### src/design/aux_seq_defs.svh
// Notes on behaviour
// RL1 - Balance taps 1..16 and the busbar share one round-robin slot and one multiplexer.
// RL2 - Settling select picks 4.3ms (default), 2.3ms or 1.3ms.
// RL3 - A tap or busbar sample is taken only after the settling time.
// RL4 - The shared slot converts only active and selected channels; others are skipped.
// RL5 - Active cell count is the highest active tap; taps above it are skipped.
// RL6 - Tap select: loop over active taps and busbar, lock one tap, or lock busbar.
// RL7 - Tap result updates only when locked to a valid channel; else it holds 0x8000.
// RL8 - Host should reset the converter whenever it locks a new tap.
// RL9 - Host runs a full continuous sweep before diagnostics or locking.
// RL10 - No post-conversion filter; raw tap results go to the internal comparison.
// RL11 - Every die sensor reading feeds gain and offset correction.
// RL12 - Die temperature is signed, zero at 0x00, clamped to +200 and -100 degrees.
// RL13 - One GPIO per round-robin cycle; a full sweep takes eight cycles.
// RL14 - Host enables thermistor bias and waits for it before starting.
// RL15 - GPIO result is written only when one GPIO is locked; else 0x8000.
// RL16 - All twelve miscellaneous inputs are measured in every round-robin cycle.
// RL17 - Protector threshold inputs are converted live, never latched.
// RL18 - A go write samples all configuration and the run starts from it.
// RL19 - Configuration changes act only after a further go write.
// RL20 - A running flag shows whether the converter sequence runs.
// RL21 - Misc-ready after all misc inputs measured; tap-ready after selected taps measured.
// RL22 - GPIO-ready after all GPIOs measured once; inactive GPIO results are dropped.
// RL23 - Modes: 00 stop, 01 one cycle, 10 continuous, 11 eight cycles.
// RL24 - The round robin holds 24 slots converted in turn.
// RL25 - Starting a run resets every result register to 0x8000.
// RL26 - After a high byte read, the low byte is frozen until it is read.
`ifndef AUX_SEQ_DEFS_SVH
`define AUX_SEQ_DEFS_SVH
`define REG_CTRL3      8'h00
`define REG_CTRL2      8'h01
`define REG_CONF1      8'h02
`define REG_CELLS      8'h03
`define REG_GPIO_ACT   8'h04
`define REG_STATUS     8'h05
`define RES_BASE       8'h10
`define RES_LAST       8'h2D
`define GO_BIT         6
`define GSEL_LSB       2
`define RES_DEFAULT    16'h8000
`define SLOT_DIE       5'h00
`define SLOT_TAP       5'h01
`define SLOT_GPIO      5'h02
`define SLOT_MISC_LAST 5'h0E
`define SLOT_LAST      5'h17
`define TAP_LOOP       5'h00
`define TAP_BUSBAR     5'h11
`define TAP_MAX        5'h10
`define RR_EIGHT_LAST  4'h7
`define CLK_PERIOD_NS  5
`define SETTLE_LONG_NS 4300000
`define SETTLE_MID_NS  2300000
`define SETTLE_SHORT_NS 1300000
`define DIE_MAX_CODE   16'h0C80
`define DIE_MIN_CODE   16'hF9C0
`endif

### src/design/aux_seq_pkg.sv
package aux_seq_pkg;
  typedef enum logic [1:0] {
    MODE_STOP = 2'h0, MODE_SINGLE = 2'h1, MODE_CONT = 2'h2, MODE_EIGHT = 2'h3
  } run_mode_e;
  typedef enum logic [1:0] {
    ST_IDLE = 2'h0, ST_START = 2'h1, ST_WAIT = 2'h3
  } state_e;
  typedef enum logic [2:0] {
    K_DIE = 3'h0, K_TAP = 3'h1, K_GPIO = 3'h2, K_MISC = 3'h3, K_SPARE = 3'h4
  } slot_kind_e;
  typedef struct packed {
    run_mode_e  mode;
    logic [4:0] tap_sel;
    logic [1:0] settle;
    logic [3:0] gpio_sel;
    logic [3:0] cells;
    logic [7:0] gpio_act;
  } cfg_s;
  typedef struct packed {
    slot_kind_e kind;
    logic [4:0] slot;
    logic [4:0] ch;
  } conv_req_s;
endpackage : aux_seq_pkg

### src/design/redundant_adc_slot_sequencer.sv
`timescale 1ns/1ps
`include "aux_seq_defs.svh"
module redundant_adc_slot_sequencer #(
  parameter int unsigned NUM_RES      = 15,
  parameter logic [19:0] SETTLE_LONG  = 20'((`SETTLE_LONG_NS + `CLK_PERIOD_NS - 1) / `CLK_PERIOD_NS),
  parameter logic [19:0] SETTLE_MID   = 20'((`SETTLE_MID_NS + `CLK_PERIOD_NS - 1) / `CLK_PERIOD_NS),
  parameter logic [19:0] SETTLE_SHORT = 20'((`SETTLE_SHORT_NS + `CLK_PERIOD_NS - 1) / `CLK_PERIOD_NS)
) (
  // Clock and reset.
  input  wire logic                    sys_clk,
  input  wire logic                    rst_n,
  // Register port.
  input  wire logic [7:0]              reg_addr,
  input  wire logic [7:0]              reg_wdata,
  input  wire logic                    reg_wr,
  input  wire logic                    reg_rd,
  output logic      [7:0]              reg_rdata,
  // Converter request and answer.
  output logic                         conv_start,
  output aux_seq_pkg::conv_req_s       conv_req,
  input  wire logic                    conv_done,
  input  wire logic [15:0]             conv_data,
  // Shared tap multiplexer and internal users.
  output logic      [4:0]              tap_mux_sel,
  output logic      [15:0]             die_corr,
  output logic                         cmp_valid,
  output logic      [4:0]              cmp_tap,
  output logic      [15:0]             cmp_data
);

  aux_seq_pkg::cfg_s       cfg_q;
  aux_seq_pkg::cfg_s       act_q;
  aux_seq_pkg::cfg_s       act_d;
  aux_seq_pkg::state_e     st_q;
  aux_seq_pkg::slot_kind_e kind;
  logic [4:0]              slot_q;
  logic [4:0]              tap_ch_q;
  logic [4:0]              tap_next;
  logic [4:0]              tap_top;
  logic [19:0]             settle_q;
  logic [19:0]             settle_len;
  logic [2:0]              gpio_idx_q;
  logic [3:0]              rr_cnt_q;
  logic                    run_q;
  logic                    misc_rdy_q;
  logic                    tap_rdy_q;
  logic                    gpio_rdy_q;
  logic [7:0]              hi_q [NUM_RES];
  logic [7:0]              lo_q [NUM_RES];
  logic [NUM_RES-1:0]      hold_q;
  logic [NUM_RES-1:0]      res_we;
  logic [15:0]             res_wd;
  logic [15:0]             die_clamped;
  logic                    go;
  logic                    go_run;
  logic                    tap_locked;
  logic                    lock_ok;
  logic                    tap_do;
  logic                    gpio_lock_ok;
  logic                    done_now;
  logic                    rr_end;
  logic                    stop_now;
  logic [7:0]              roff;
  logic [3:0]              ridx;
  logic                    rd_res;
  logic [7:0]              rd_mux;
  logic                    do_store;

  assign go     = reg_wr && (reg_addr == `REG_CTRL3) && reg_wdata[`GO_BIT];
  assign go_run = go && (reg_wdata[1:0] != aux_seq_pkg::MODE_STOP);

  // The mode and GPIO lock travel in the go write itself; other fields come from the shadows.
  always_comb begin
    act_d          = cfg_q;
    act_d.mode     = aux_seq_pkg::run_mode_e'(reg_wdata[1:0]);
    act_d.gpio_sel = reg_wdata[`GSEL_LSB +: 4];
  end

  // Software shadows; they only steer the sequence once a go arrives.
  always_ff @(posedge sys_clk or negedge rst_n) begin
    if (!rst_n) begin
      cfg_q <= '0;
    end else if (reg_wr) begin
      if (reg_addr == `REG_CTRL3) begin
        cfg_q.mode     <= aux_seq_pkg::run_mode_e'(reg_wdata[1:0]);
        cfg_q.gpio_sel <= reg_wdata[`GSEL_LSB +: 4];
      end else if (reg_addr == `REG_CTRL2) begin
        cfg_q.tap_sel <= reg_wdata[4:0];
      end else if (reg_addr == `REG_CONF1) begin
        cfg_q.settle <= reg_wdata[1:0];
      end else if (reg_addr == `REG_CELLS) begin
        cfg_q.cells <= reg_wdata[3:0];
      end else if (reg_addr == `REG_GPIO_ACT) begin
        cfg_q.gpio_act <= reg_wdata;
      end
    end
  end

  always_ff @(posedge sys_clk or negedge rst_n) begin
    if (!rst_n) begin
      act_q <= '0;
    end else if (go) begin
      act_q <= act_d; // see RL18 see RL19
    end
  end

  // A cell count of zero is taken as a full sixteen-tap stack.
  assign tap_top    = (act_q.cells == 4'h0) ? `TAP_MAX : {1'b0, act_q.cells};
  assign tap_locked = act_q.tap_sel != `TAP_LOOP;
  assign lock_ok    = (act_q.tap_sel == `TAP_BUSBAR) ||
                      ((act_q.tap_sel != `TAP_LOOP) && (act_q.tap_sel <= tap_top)); // see RL5
  assign tap_do     = (kind == aux_seq_pkg::K_TAP) && (settle_q == 20'h0) &&
                      (!tap_locked || lock_ok); // see RL3 see RL4
  assign gpio_lock_ok = (act_q.gpio_sel != 4'h0) && (act_q.gpio_sel <= 4'h8) &&
                        act_q.gpio_act[3'(act_q.gpio_sel - 4'h1)]; // see RL22

  always_comb begin
    if (tap_ch_q == `TAP_BUSBAR) begin
      tap_next = 5'h01;
    end else if (tap_ch_q >= tap_top) begin
      tap_next = `TAP_BUSBAR;
    end else begin
      tap_next = tap_ch_q + 5'h01;
    end
  end

  always_comb begin
    if (act_q.settle == 2'h1) begin
      settle_len = SETTLE_MID; // see RL2
    end else if (act_q.settle == 2'h2) begin
      settle_len = SETTLE_SHORT;
    end else begin
      settle_len = SETTLE_LONG;
    end
  end

  // Slot map: die sensor, shared tap slot, GPIO slot, twelve misc, nine spares.
  always_comb begin
    if (slot_q == `SLOT_DIE) begin
      kind = aux_seq_pkg::K_DIE;
    end else if (slot_q == `SLOT_TAP) begin
      kind = aux_seq_pkg::K_TAP; // see RL1
    end else if (slot_q == `SLOT_GPIO) begin
      kind = aux_seq_pkg::K_GPIO;
    end else if (slot_q <= `SLOT_MISC_LAST) begin
      kind = aux_seq_pkg::K_MISC;
    end else begin
      kind = aux_seq_pkg::K_SPARE;
    end
  end

  assign done_now = (st_q == aux_seq_pkg::ST_WAIT) && conv_done;
  assign rr_end   = (slot_q == `SLOT_LAST) && done_now;
  assign stop_now = rr_end && ((act_q.mode == aux_seq_pkg::MODE_SINGLE) ||
                    ((act_q.mode == aux_seq_pkg::MODE_EIGHT) && (rr_cnt_q == `RR_EIGHT_LAST))); // see RL23

  always_ff @(posedge sys_clk or negedge rst_n) begin
    if (!rst_n) begin
      st_q       <= aux_seq_pkg::ST_IDLE;
      slot_q     <= 5'h00;
      run_q      <= 1'b0;
      conv_start <= 1'b0;
      conv_req   <= '0;
    end else begin
      conv_start <= 1'b0;
      if (go) begin
        st_q   <= go_run ? aux_seq_pkg::ST_START : aux_seq_pkg::ST_IDLE;
        run_q  <= go_run; // see RL20 see RL23
        slot_q <= `SLOT_DIE;
      end else begin
        case (st_q)
          aux_seq_pkg::ST_START: begin
            if ((kind == aux_seq_pkg::K_TAP) && !tap_do) begin
              slot_q <= slot_q + 5'h01; // see RL4
            end else begin
              conv_start    <= 1'b1;
              conv_req.kind <= kind;
              conv_req.slot <= slot_q;
              if (kind == aux_seq_pkg::K_TAP) begin
                conv_req.ch <= tap_ch_q;
              end else if (kind == aux_seq_pkg::K_GPIO) begin
                conv_req.ch <= gpio_lock_ok ? {1'b0, act_q.gpio_sel - 4'h1} : {2'h0, gpio_idx_q}; // see RL13
              end else begin
                conv_req.ch <= slot_q;
              end
              st_q <= aux_seq_pkg::ST_WAIT;
            end
          end
          aux_seq_pkg::ST_WAIT: begin
            if (conv_done) begin
              if (slot_q == `SLOT_LAST) begin
                slot_q <= `SLOT_DIE; // see RL24
                st_q   <= stop_now ? aux_seq_pkg::ST_IDLE : aux_seq_pkg::ST_START;
                run_q  <= !stop_now;
              end else begin
                slot_q <= slot_q + 5'h01;
                st_q   <= aux_seq_pkg::ST_START;
              end
            end
          end
          default: begin
            st_q <= aux_seq_pkg::ST_IDLE;
          end
        endcase
      end
    end
  end

  always_ff @(posedge sys_clk or negedge rst_n) begin
    if (!rst_n) begin
      rr_cnt_q   <= 4'h0;
      gpio_idx_q <= 3'h0;
    end else if (go) begin
      rr_cnt_q   <= 4'h0;
      gpio_idx_q <= 3'h0;
    end else if (rr_end) begin
      rr_cnt_q   <= rr_cnt_q + 4'h1;
      gpio_idx_q <= gpio_idx_q + 3'h1; // see RL13
    end
  end

  // The settling wait restarts on every move of the shared multiplexer.
  always_ff @(posedge sys_clk or negedge rst_n) begin
    if (!rst_n) begin
      tap_ch_q <= 5'h01;
      settle_q <= 20'h0;
    end else if (go_run) begin
      tap_ch_q <= (act_d.tap_sel == `TAP_LOOP) ? 5'h01 : act_d.tap_sel; // see RL6
      settle_q <= SETTLE_LONG;
      if (act_d.settle == 2'h1) begin
        settle_q <= SETTLE_MID;
      end else if (act_d.settle == 2'h2) begin
        settle_q <= SETTLE_SHORT;
      end
    end else if (done_now && (kind == aux_seq_pkg::K_TAP) && !tap_locked) begin
      tap_ch_q <= tap_next; // see RL6
      settle_q <= settle_len;
    end else if (run_q && (settle_q != 20'h0)) begin
      settle_q <= settle_q - 20'h1; // see RL3
    end
  end

  assign tap_mux_sel = tap_ch_q;

  always_comb begin
    if ($signed(conv_data) > $signed(`DIE_MAX_CODE)) begin
      die_clamped = `DIE_MAX_CODE; // see RL12
    end else if ($signed(conv_data) < $signed(`DIE_MIN_CODE)) begin
      die_clamped = `DIE_MIN_CODE;
    end else begin
      die_clamped = conv_data;
    end
  end

  // Results go straight from the converter, the die result only through its clamp; there is no smoothing stage.
  always_comb begin
    do_store = 1'b0;
    res_wd   = conv_data; // see RL10 see RL17
    res_we   = '0;
    if (done_now) begin
      case (kind)
        aux_seq_pkg::K_DIE: begin
          do_store = 1'b1;
          res_wd   = die_clamped;
        end
        aux_seq_pkg::K_TAP: begin
          do_store = tap_locked && lock_ok; // see RL7
        end
        aux_seq_pkg::K_GPIO: begin
          do_store = gpio_lock_ok; // see RL15
        end
        aux_seq_pkg::K_MISC: begin
          do_store = 1'b1; // see RL16
        end
        default: begin
          do_store = 1'b0;
        end
      endcase
      res_we[slot_q[3:0]] = do_store;
    end
  end

  always_ff @(posedge sys_clk or negedge rst_n) begin
    if (!rst_n) begin
      for (int i = 0; i < NUM_RES; i++) begin
        hi_q[i] <= 8'h80;
        lo_q[i] <= 8'h00;
      end
    end else begin
      for (int i = 0; i < NUM_RES; i++) begin
        if (go_run) begin
          hi_q[i] <= 8'(`RES_DEFAULT >> 8); // see RL25
          lo_q[i] <= 8'h00;
        end else if (res_we[i]) begin
          hi_q[i] <= res_wd[15:8];
          if (!hold_q[i]) begin
            lo_q[i] <= res_wd[7:0]; // see RL26
          end
        end
      end
    end
  end

  assign roff   = reg_addr - `RES_BASE;
  assign ridx   = roff[4:1];
  assign rd_res = (reg_addr >= `RES_BASE) && (reg_addr <= `RES_LAST);

  always_ff @(posedge sys_clk or negedge rst_n) begin
    if (!rst_n) begin
      hold_q <= '0;
    end else if (go_run) begin
      hold_q <= '0;
    end else if (reg_rd && rd_res) begin
      hold_q[ridx] <= !roff[0]; // see RL26
    end
  end

  always_ff @(posedge sys_clk or negedge rst_n) begin
    if (!rst_n) begin
      misc_rdy_q <= 1'b0;
      tap_rdy_q  <= 1'b0;
      gpio_rdy_q <= 1'b0;
    end else if (go_run) begin
      misc_rdy_q <= 1'b0;
      tap_rdy_q  <= 1'b0;
      gpio_rdy_q <= 1'b0;
    end else begin
      if (rr_end) begin
        misc_rdy_q <= 1'b1; // see RL21
      end
      if (rr_end && (gpio_idx_q == 3'h7)) begin
        gpio_rdy_q <= 1'b1; // see RL22
      end
      if (done_now && (kind == aux_seq_pkg::K_TAP) &&
          (tap_locked || (tap_ch_q == `TAP_BUSBAR))) begin
        tap_rdy_q <= 1'b1; // see RL21
      end
    end
  end

  always_ff @(posedge sys_clk or negedge rst_n) begin
    if (!rst_n) begin
      die_corr  <= 16'h0000;
      cmp_valid <= 1'b0;
      cmp_tap   <= 5'h00;
      cmp_data  <= 16'h0000;
    end else begin
      cmp_valid <= 1'b0;
      if (res_we[0]) begin
        die_corr <= res_wd; // see RL11
      end
      if (done_now && (kind == aux_seq_pkg::K_TAP) && (tap_ch_q != `TAP_BUSBAR)) begin
        cmp_valid <= 1'b1; // see RL10
        cmp_tap   <= tap_ch_q;
        cmp_data  <= conv_data;
      end
    end
  end

  always_comb begin
    rd_mux = 8'h00;
    if (reg_addr == `REG_CTRL3) begin
      rd_mux = {2'h0, cfg_q.gpio_sel, cfg_q.mode};
    end else if (reg_addr == `REG_CTRL2) begin
      rd_mux = {3'h0, cfg_q.tap_sel};
    end else if (reg_addr == `REG_CONF1) begin
      rd_mux = {6'h00, cfg_q.settle};
    end else if (reg_addr == `REG_CELLS) begin
      rd_mux = {4'h0, cfg_q.cells};
    end else if (reg_addr == `REG_GPIO_ACT) begin
      rd_mux = cfg_q.gpio_act;
    end else if (reg_addr == `REG_STATUS) begin
      rd_mux = {4'h0, gpio_rdy_q, tap_rdy_q, misc_rdy_q, run_q};
    end else if (rd_res) begin
      rd_mux = roff[0] ? lo_q[ridx] : hi_q[ridx];
    end
  end

  always_ff @(posedge sys_clk or negedge rst_n) begin
    if (!rst_n) begin
      reg_rdata <= 8'h00;
    end else begin
      reg_rdata <= reg_rd ? rd_mux : 8'h00;
    end
  end
endmodule : redundant_adc_slot_sequencer

### config.mk
export PLATFORM = sky130hd
export DESIGN_NAME = redundant_adc_slot_sequencer
export DESIGN_NICKNAME = d
export VERILOG_FILES = /design/src/design/aux_seq_pkg.sv /design/src/design/redundant_adc_slot_sequencer.sv
export VERILOG_INCLUDE_DIRS = /design/src /design/src/design
export SDC_FILE = /design/constraint.sdc
export NUM_CORES = 1
export LEC_CHECK = 0
export ABC_AREA = 1
export BUFFER_PORTS_ARGS = -buffer_cell sky130_fd_sc_hd__buf_4
export CORE_ASPECT_RATIO = 1.25
export CORE_MARGIN = 3
export CORE_UTILIZATION = 45
export CTS_CLUSTER_DIAMETER = 200
export CTS_CLUSTER_SIZE = 14
export DETAILED_ROUTE_END_ITERATION = 6
export PLACE_DENSITY = 0.64
export SYNTH_ARGS = -nofsm -noshare
export SYNTH_HDL_FRONTEND = slang
export SYNTH_SLANG_ARGS = --single-unit
### constraint.sdc
create_clock -name sys_clk -period 2.9 [get_ports sys_clk]
set_clock_uncertainty 0.1 [all_clocks]
set_input_delay 0.145 -clock sys_clk [delete_from_list [all_inputs] [get_ports sys_clk]]
set_output_delay 0.145 -clock sys_clk [all_outputs]
set_load 0.02 [all_outputs]
==> impl_metrics.ini <==
[yosys]
synth_top_area_share_pct = 47.5
yosysSeqAreaShare_pct = 49.5
yosysWarnings = 0
synth_area_leaders = dfrtp_1 48%, nand2_1 14%, o21ai_0 6.7%
avgSynthCellArea_um2 = 7.97
synth_area_um2 = 20600
yosysUniqueCellTypes = 58
synth_seq_cells = 408
yosys.area.top_type = dfrtp_1
synth_async_sr_flop_share_pct = 100
postSynthCellCount = 2589
synthFlopType = dfrtp_1
synthesis.nets = 2654
synth_edf_count = 0

[placement]
dp_hpwl_um = 45100
place.gp.congestion = 0.915
io_buffers = 101
placedCellCount = 3232
dp_slack_ns = 0.136

[worst_setup_path]
crit_start = slot_q[0]
cp_data_arrival_time_ns = 3.10
required_ns = 3.27
r2r_start = slot_q[0]
path_class = register to register
cp-start-kind = register
cp-end-kind = register
cp_max_fo = 9

[clocking]
ctsRootBufferMaster = clkbuf_16
clockBufferDepth = 3
cts_buffers = 35
cts_num_sinks = 408
htree_num_levels = 2
cts_tree = built
clkTransAtPathRegs_ns = 0.07
worst_skew_pair.late_latency_ns = 0.56

[final_layout]
drive_above_1_share_pct = 12.3
diodes = 0
area_growth_pct = 14.9
multi_input_area_um2 = 8920
seqCellArea_um2 = 10200
nFillCells = 4281
num-nets-final = 2788
fin_cells = 3323

[detailed_routing]
vias_per_cell = 5.55
firstDrtPassIters = 5
antenna_left = 0
drc = 0
routed_wl_um = 64700
drt_iter0_drc = 1612
vias = 18434
avgRoutedWirePerCell_um = 19.5

[floorplan]
chipHeight_um = 245
rows = 87
start_util_pct = 45.6
core_um2 = 45300
die_area_um2 = 48500
die_x_um = 198
io-pin-count = 102

[timing]
setup_ws_ns = 0.173
finalSetupViolCount = 0
tightest_slew_ns = 0.871
period_share_pct = 94.0
hold_viol = 0
slew_headroom_pct = 41.9
fmaxAchievable_mhz = 367
period_needed_ns = 2.73
slew_violations = 0

[power_and_ir_drop]
ir_worst_vdd_mv = 0.316
pwr_density_cell_nw_per_um2 = 542
total_power_mw = 12.9
leakage_nw = 12.0

[flow_run]
drv_cap = 0

[grt]
grt-ovfl-total = 0
grt_use_total_pct = 26.4
grt_pass1_vias = 17711
grt_max_degree = 86
grt_pass1_wl_um = 101000
antenna_found_initial = 0

[outcome]
status = finished clean

[worst_hold_path]
hp-class = primary input to async pin
==> synthesized netlist by cell type (4+ instances only) <==
cell type,count
dfstp_2,16
nand3_1,230
xnor2_1,4
nor2_4,9
xor2_1,16
nand4_4,11
a31oi_1,10
nand2_2,9
ha_1,28
dfrtp_1,392
nand4_1,21
a21oi_1,57
buf_4,6
inv_1,224
nand3_4,6
nor3_1,8
o21ai_0,277
inv_2,14
nand3_2,5
nand3b_1,4
nand2_4,14
o22ai_1,65
clkinv_2,5
buf_2,42
nand2_1,767
o211ai_1,5
o21ai_1,29
buf_1,15
nor4_1,5
nor2_1,205
clkbuf_1,47
==> cell type report <==
class	count	area share (%)
Inverter	247	4.01
Tap cell	578	3.05
Clock buffer	56	4.11
Multi-Input combinational cell	1817	37.6
Clock inverter	3	0.174
Timing Repair Buffer	214	7.90
Sequential cell	408	43.1
==> timing repair <==
| action | in CTS | in global routing |
|---|---|---|
| buffers inserted | 0 | 2 |
| hold buffers | 29 | 0 |
| endpoints found under the setup margin | 0 | 59 |
| hold endpoints to repair | 462 | 0 |
| gates resized for setup | 0 | 14 |
==> final timing paths <==
path / to / slack (ns) / cells past startpoint
min in group sys_clk: reg_rdata[6] / 0.07 / 5
max in group asynchronous: lo_q[86] / 1.81 / 3
hold / removal: cmp_data[10] / 0.02 / 2
setup reg to reg: lo_q[67] / 0.17 / 13
setup / recovery: lo_q[67] / 0.17 / 13
hold reg to reg: cmp_tap[4] / 0.38 / 2
==> placed cells by master (no fill, tap or decap), types with 3 or more instances in the layout <==
cell type        n
a21oi_1         57
a22oi_1          3
a31oi_1         10
buf_12          13
buf_4          168
clkbuf_1        20
clkbuf_16       37
clkinv_1         3
clkinv_2         5
clkinvlp_4       3
dfrtp_1        392
dfstp_2         16
dlygate4sd3_1   29
ha_1            28
inv_1          220
inv_2           13
inv_4            3
nand2_1        762
nand2_2         14
nand2_4         14
nand3_1        230
nand3_2          5
nand3_4          6
nand3b_1         4
nand4_1         21
nand4_4         11
nor2_1         205
nor2_2           3
nor2_4           9
nor3_1           8
nor4_1           5
o211ai_1         5
o21a_1           3
o21ai_0        276
o21ai_1         29
o22ai_1         65
xnor2_1          4
xor2_1          16
==> flip-flops by register name (all words and copies together) (netlist names) <==
signal,count
act_d,19
gpio_rdy_q,1
hold_q,15
hi_q,120
tap_rdy_q,1
st_q,2
conv_req,13
act_q,25
lo_q,120
reg_rdata,8
conv_start,1
gpio_idx_q,3
rr_cnt_q,4
cmp_valid,1
cmp_tap,5
settle_q,20
run_q,1
die_corr,16
misc_rdy_q,1
cmp_data,16
slot_q,5
cfg_q,6
tap_mux_sel,5
==> layer usage <==
| layer | global-route usage [%] | part of all wire [%] | vias to the layer above |
|---|---|---|---|
| met3 | 3.26 | 6.7 | 140 |
| met1 | 34.9 | 41 | 8911 |
| met5 | 0 | 0 | - |
| met2 | 44.3 | 48 | 688 |
| li1 | - | - | 8695 |
| met4 | 10.6 | 4.2 | 0 |
==> cell families after synthesis <==
group	Yosys count	share of synthesized area, %
AOI/OAI and AO/OA	463	12.2
xor gates and xnor gates	20	0.848
adders and majority gates	28	1.70
buffers and inverters	364	7.32
DFF	408	49.5
muxes	3	0.158
and+or+nand+nor	1303	28.2
==> stage by stage <==
step / cell area (um^2) / util [%] / hold WS (ns) / TNS, ns
6_report: 23700 / 52.4 / 0.0201 / 0
5_1_grt: 23700 / 52.4 / 0.0438 / -0.00127
4_1_cts: 23600 / 52.2 / 0.0101 / 0
3_5_place_dp: 22300 / 49.3 / 0.00337 / 0
3_3_place_gp: 22300 / 49.3 / -0.00342 / 0
2_1_floorplan: 20600 / - / -0.251 / 0
==> worst max-delay path, cell delays in order, from the launching register on <==
cell     delay (ns)
dfrtp_1        0.43
inv_1          0.16
ha_1           0.21
inv_1          0.13
a31oi_4        0.26
nand3_2        0.13
nor2_4         0.20
nand2_2        0.10
nand3_4        0.12
buf_4          0.20
nand4_4        0.22
inv_2          0.23
nand2_1        0.08
nand2_1        0.07
==> report_power, final <==
group          total, mW  switching [mW]  internal, mW  leakage (nW)
Sequential          6.13           0.184          5.95          5.26
Combinational       2.23            1.48         0.751          6.27
Clock               4.51            2.18          2.33         0.486
(Power assumes the default switching activity.)
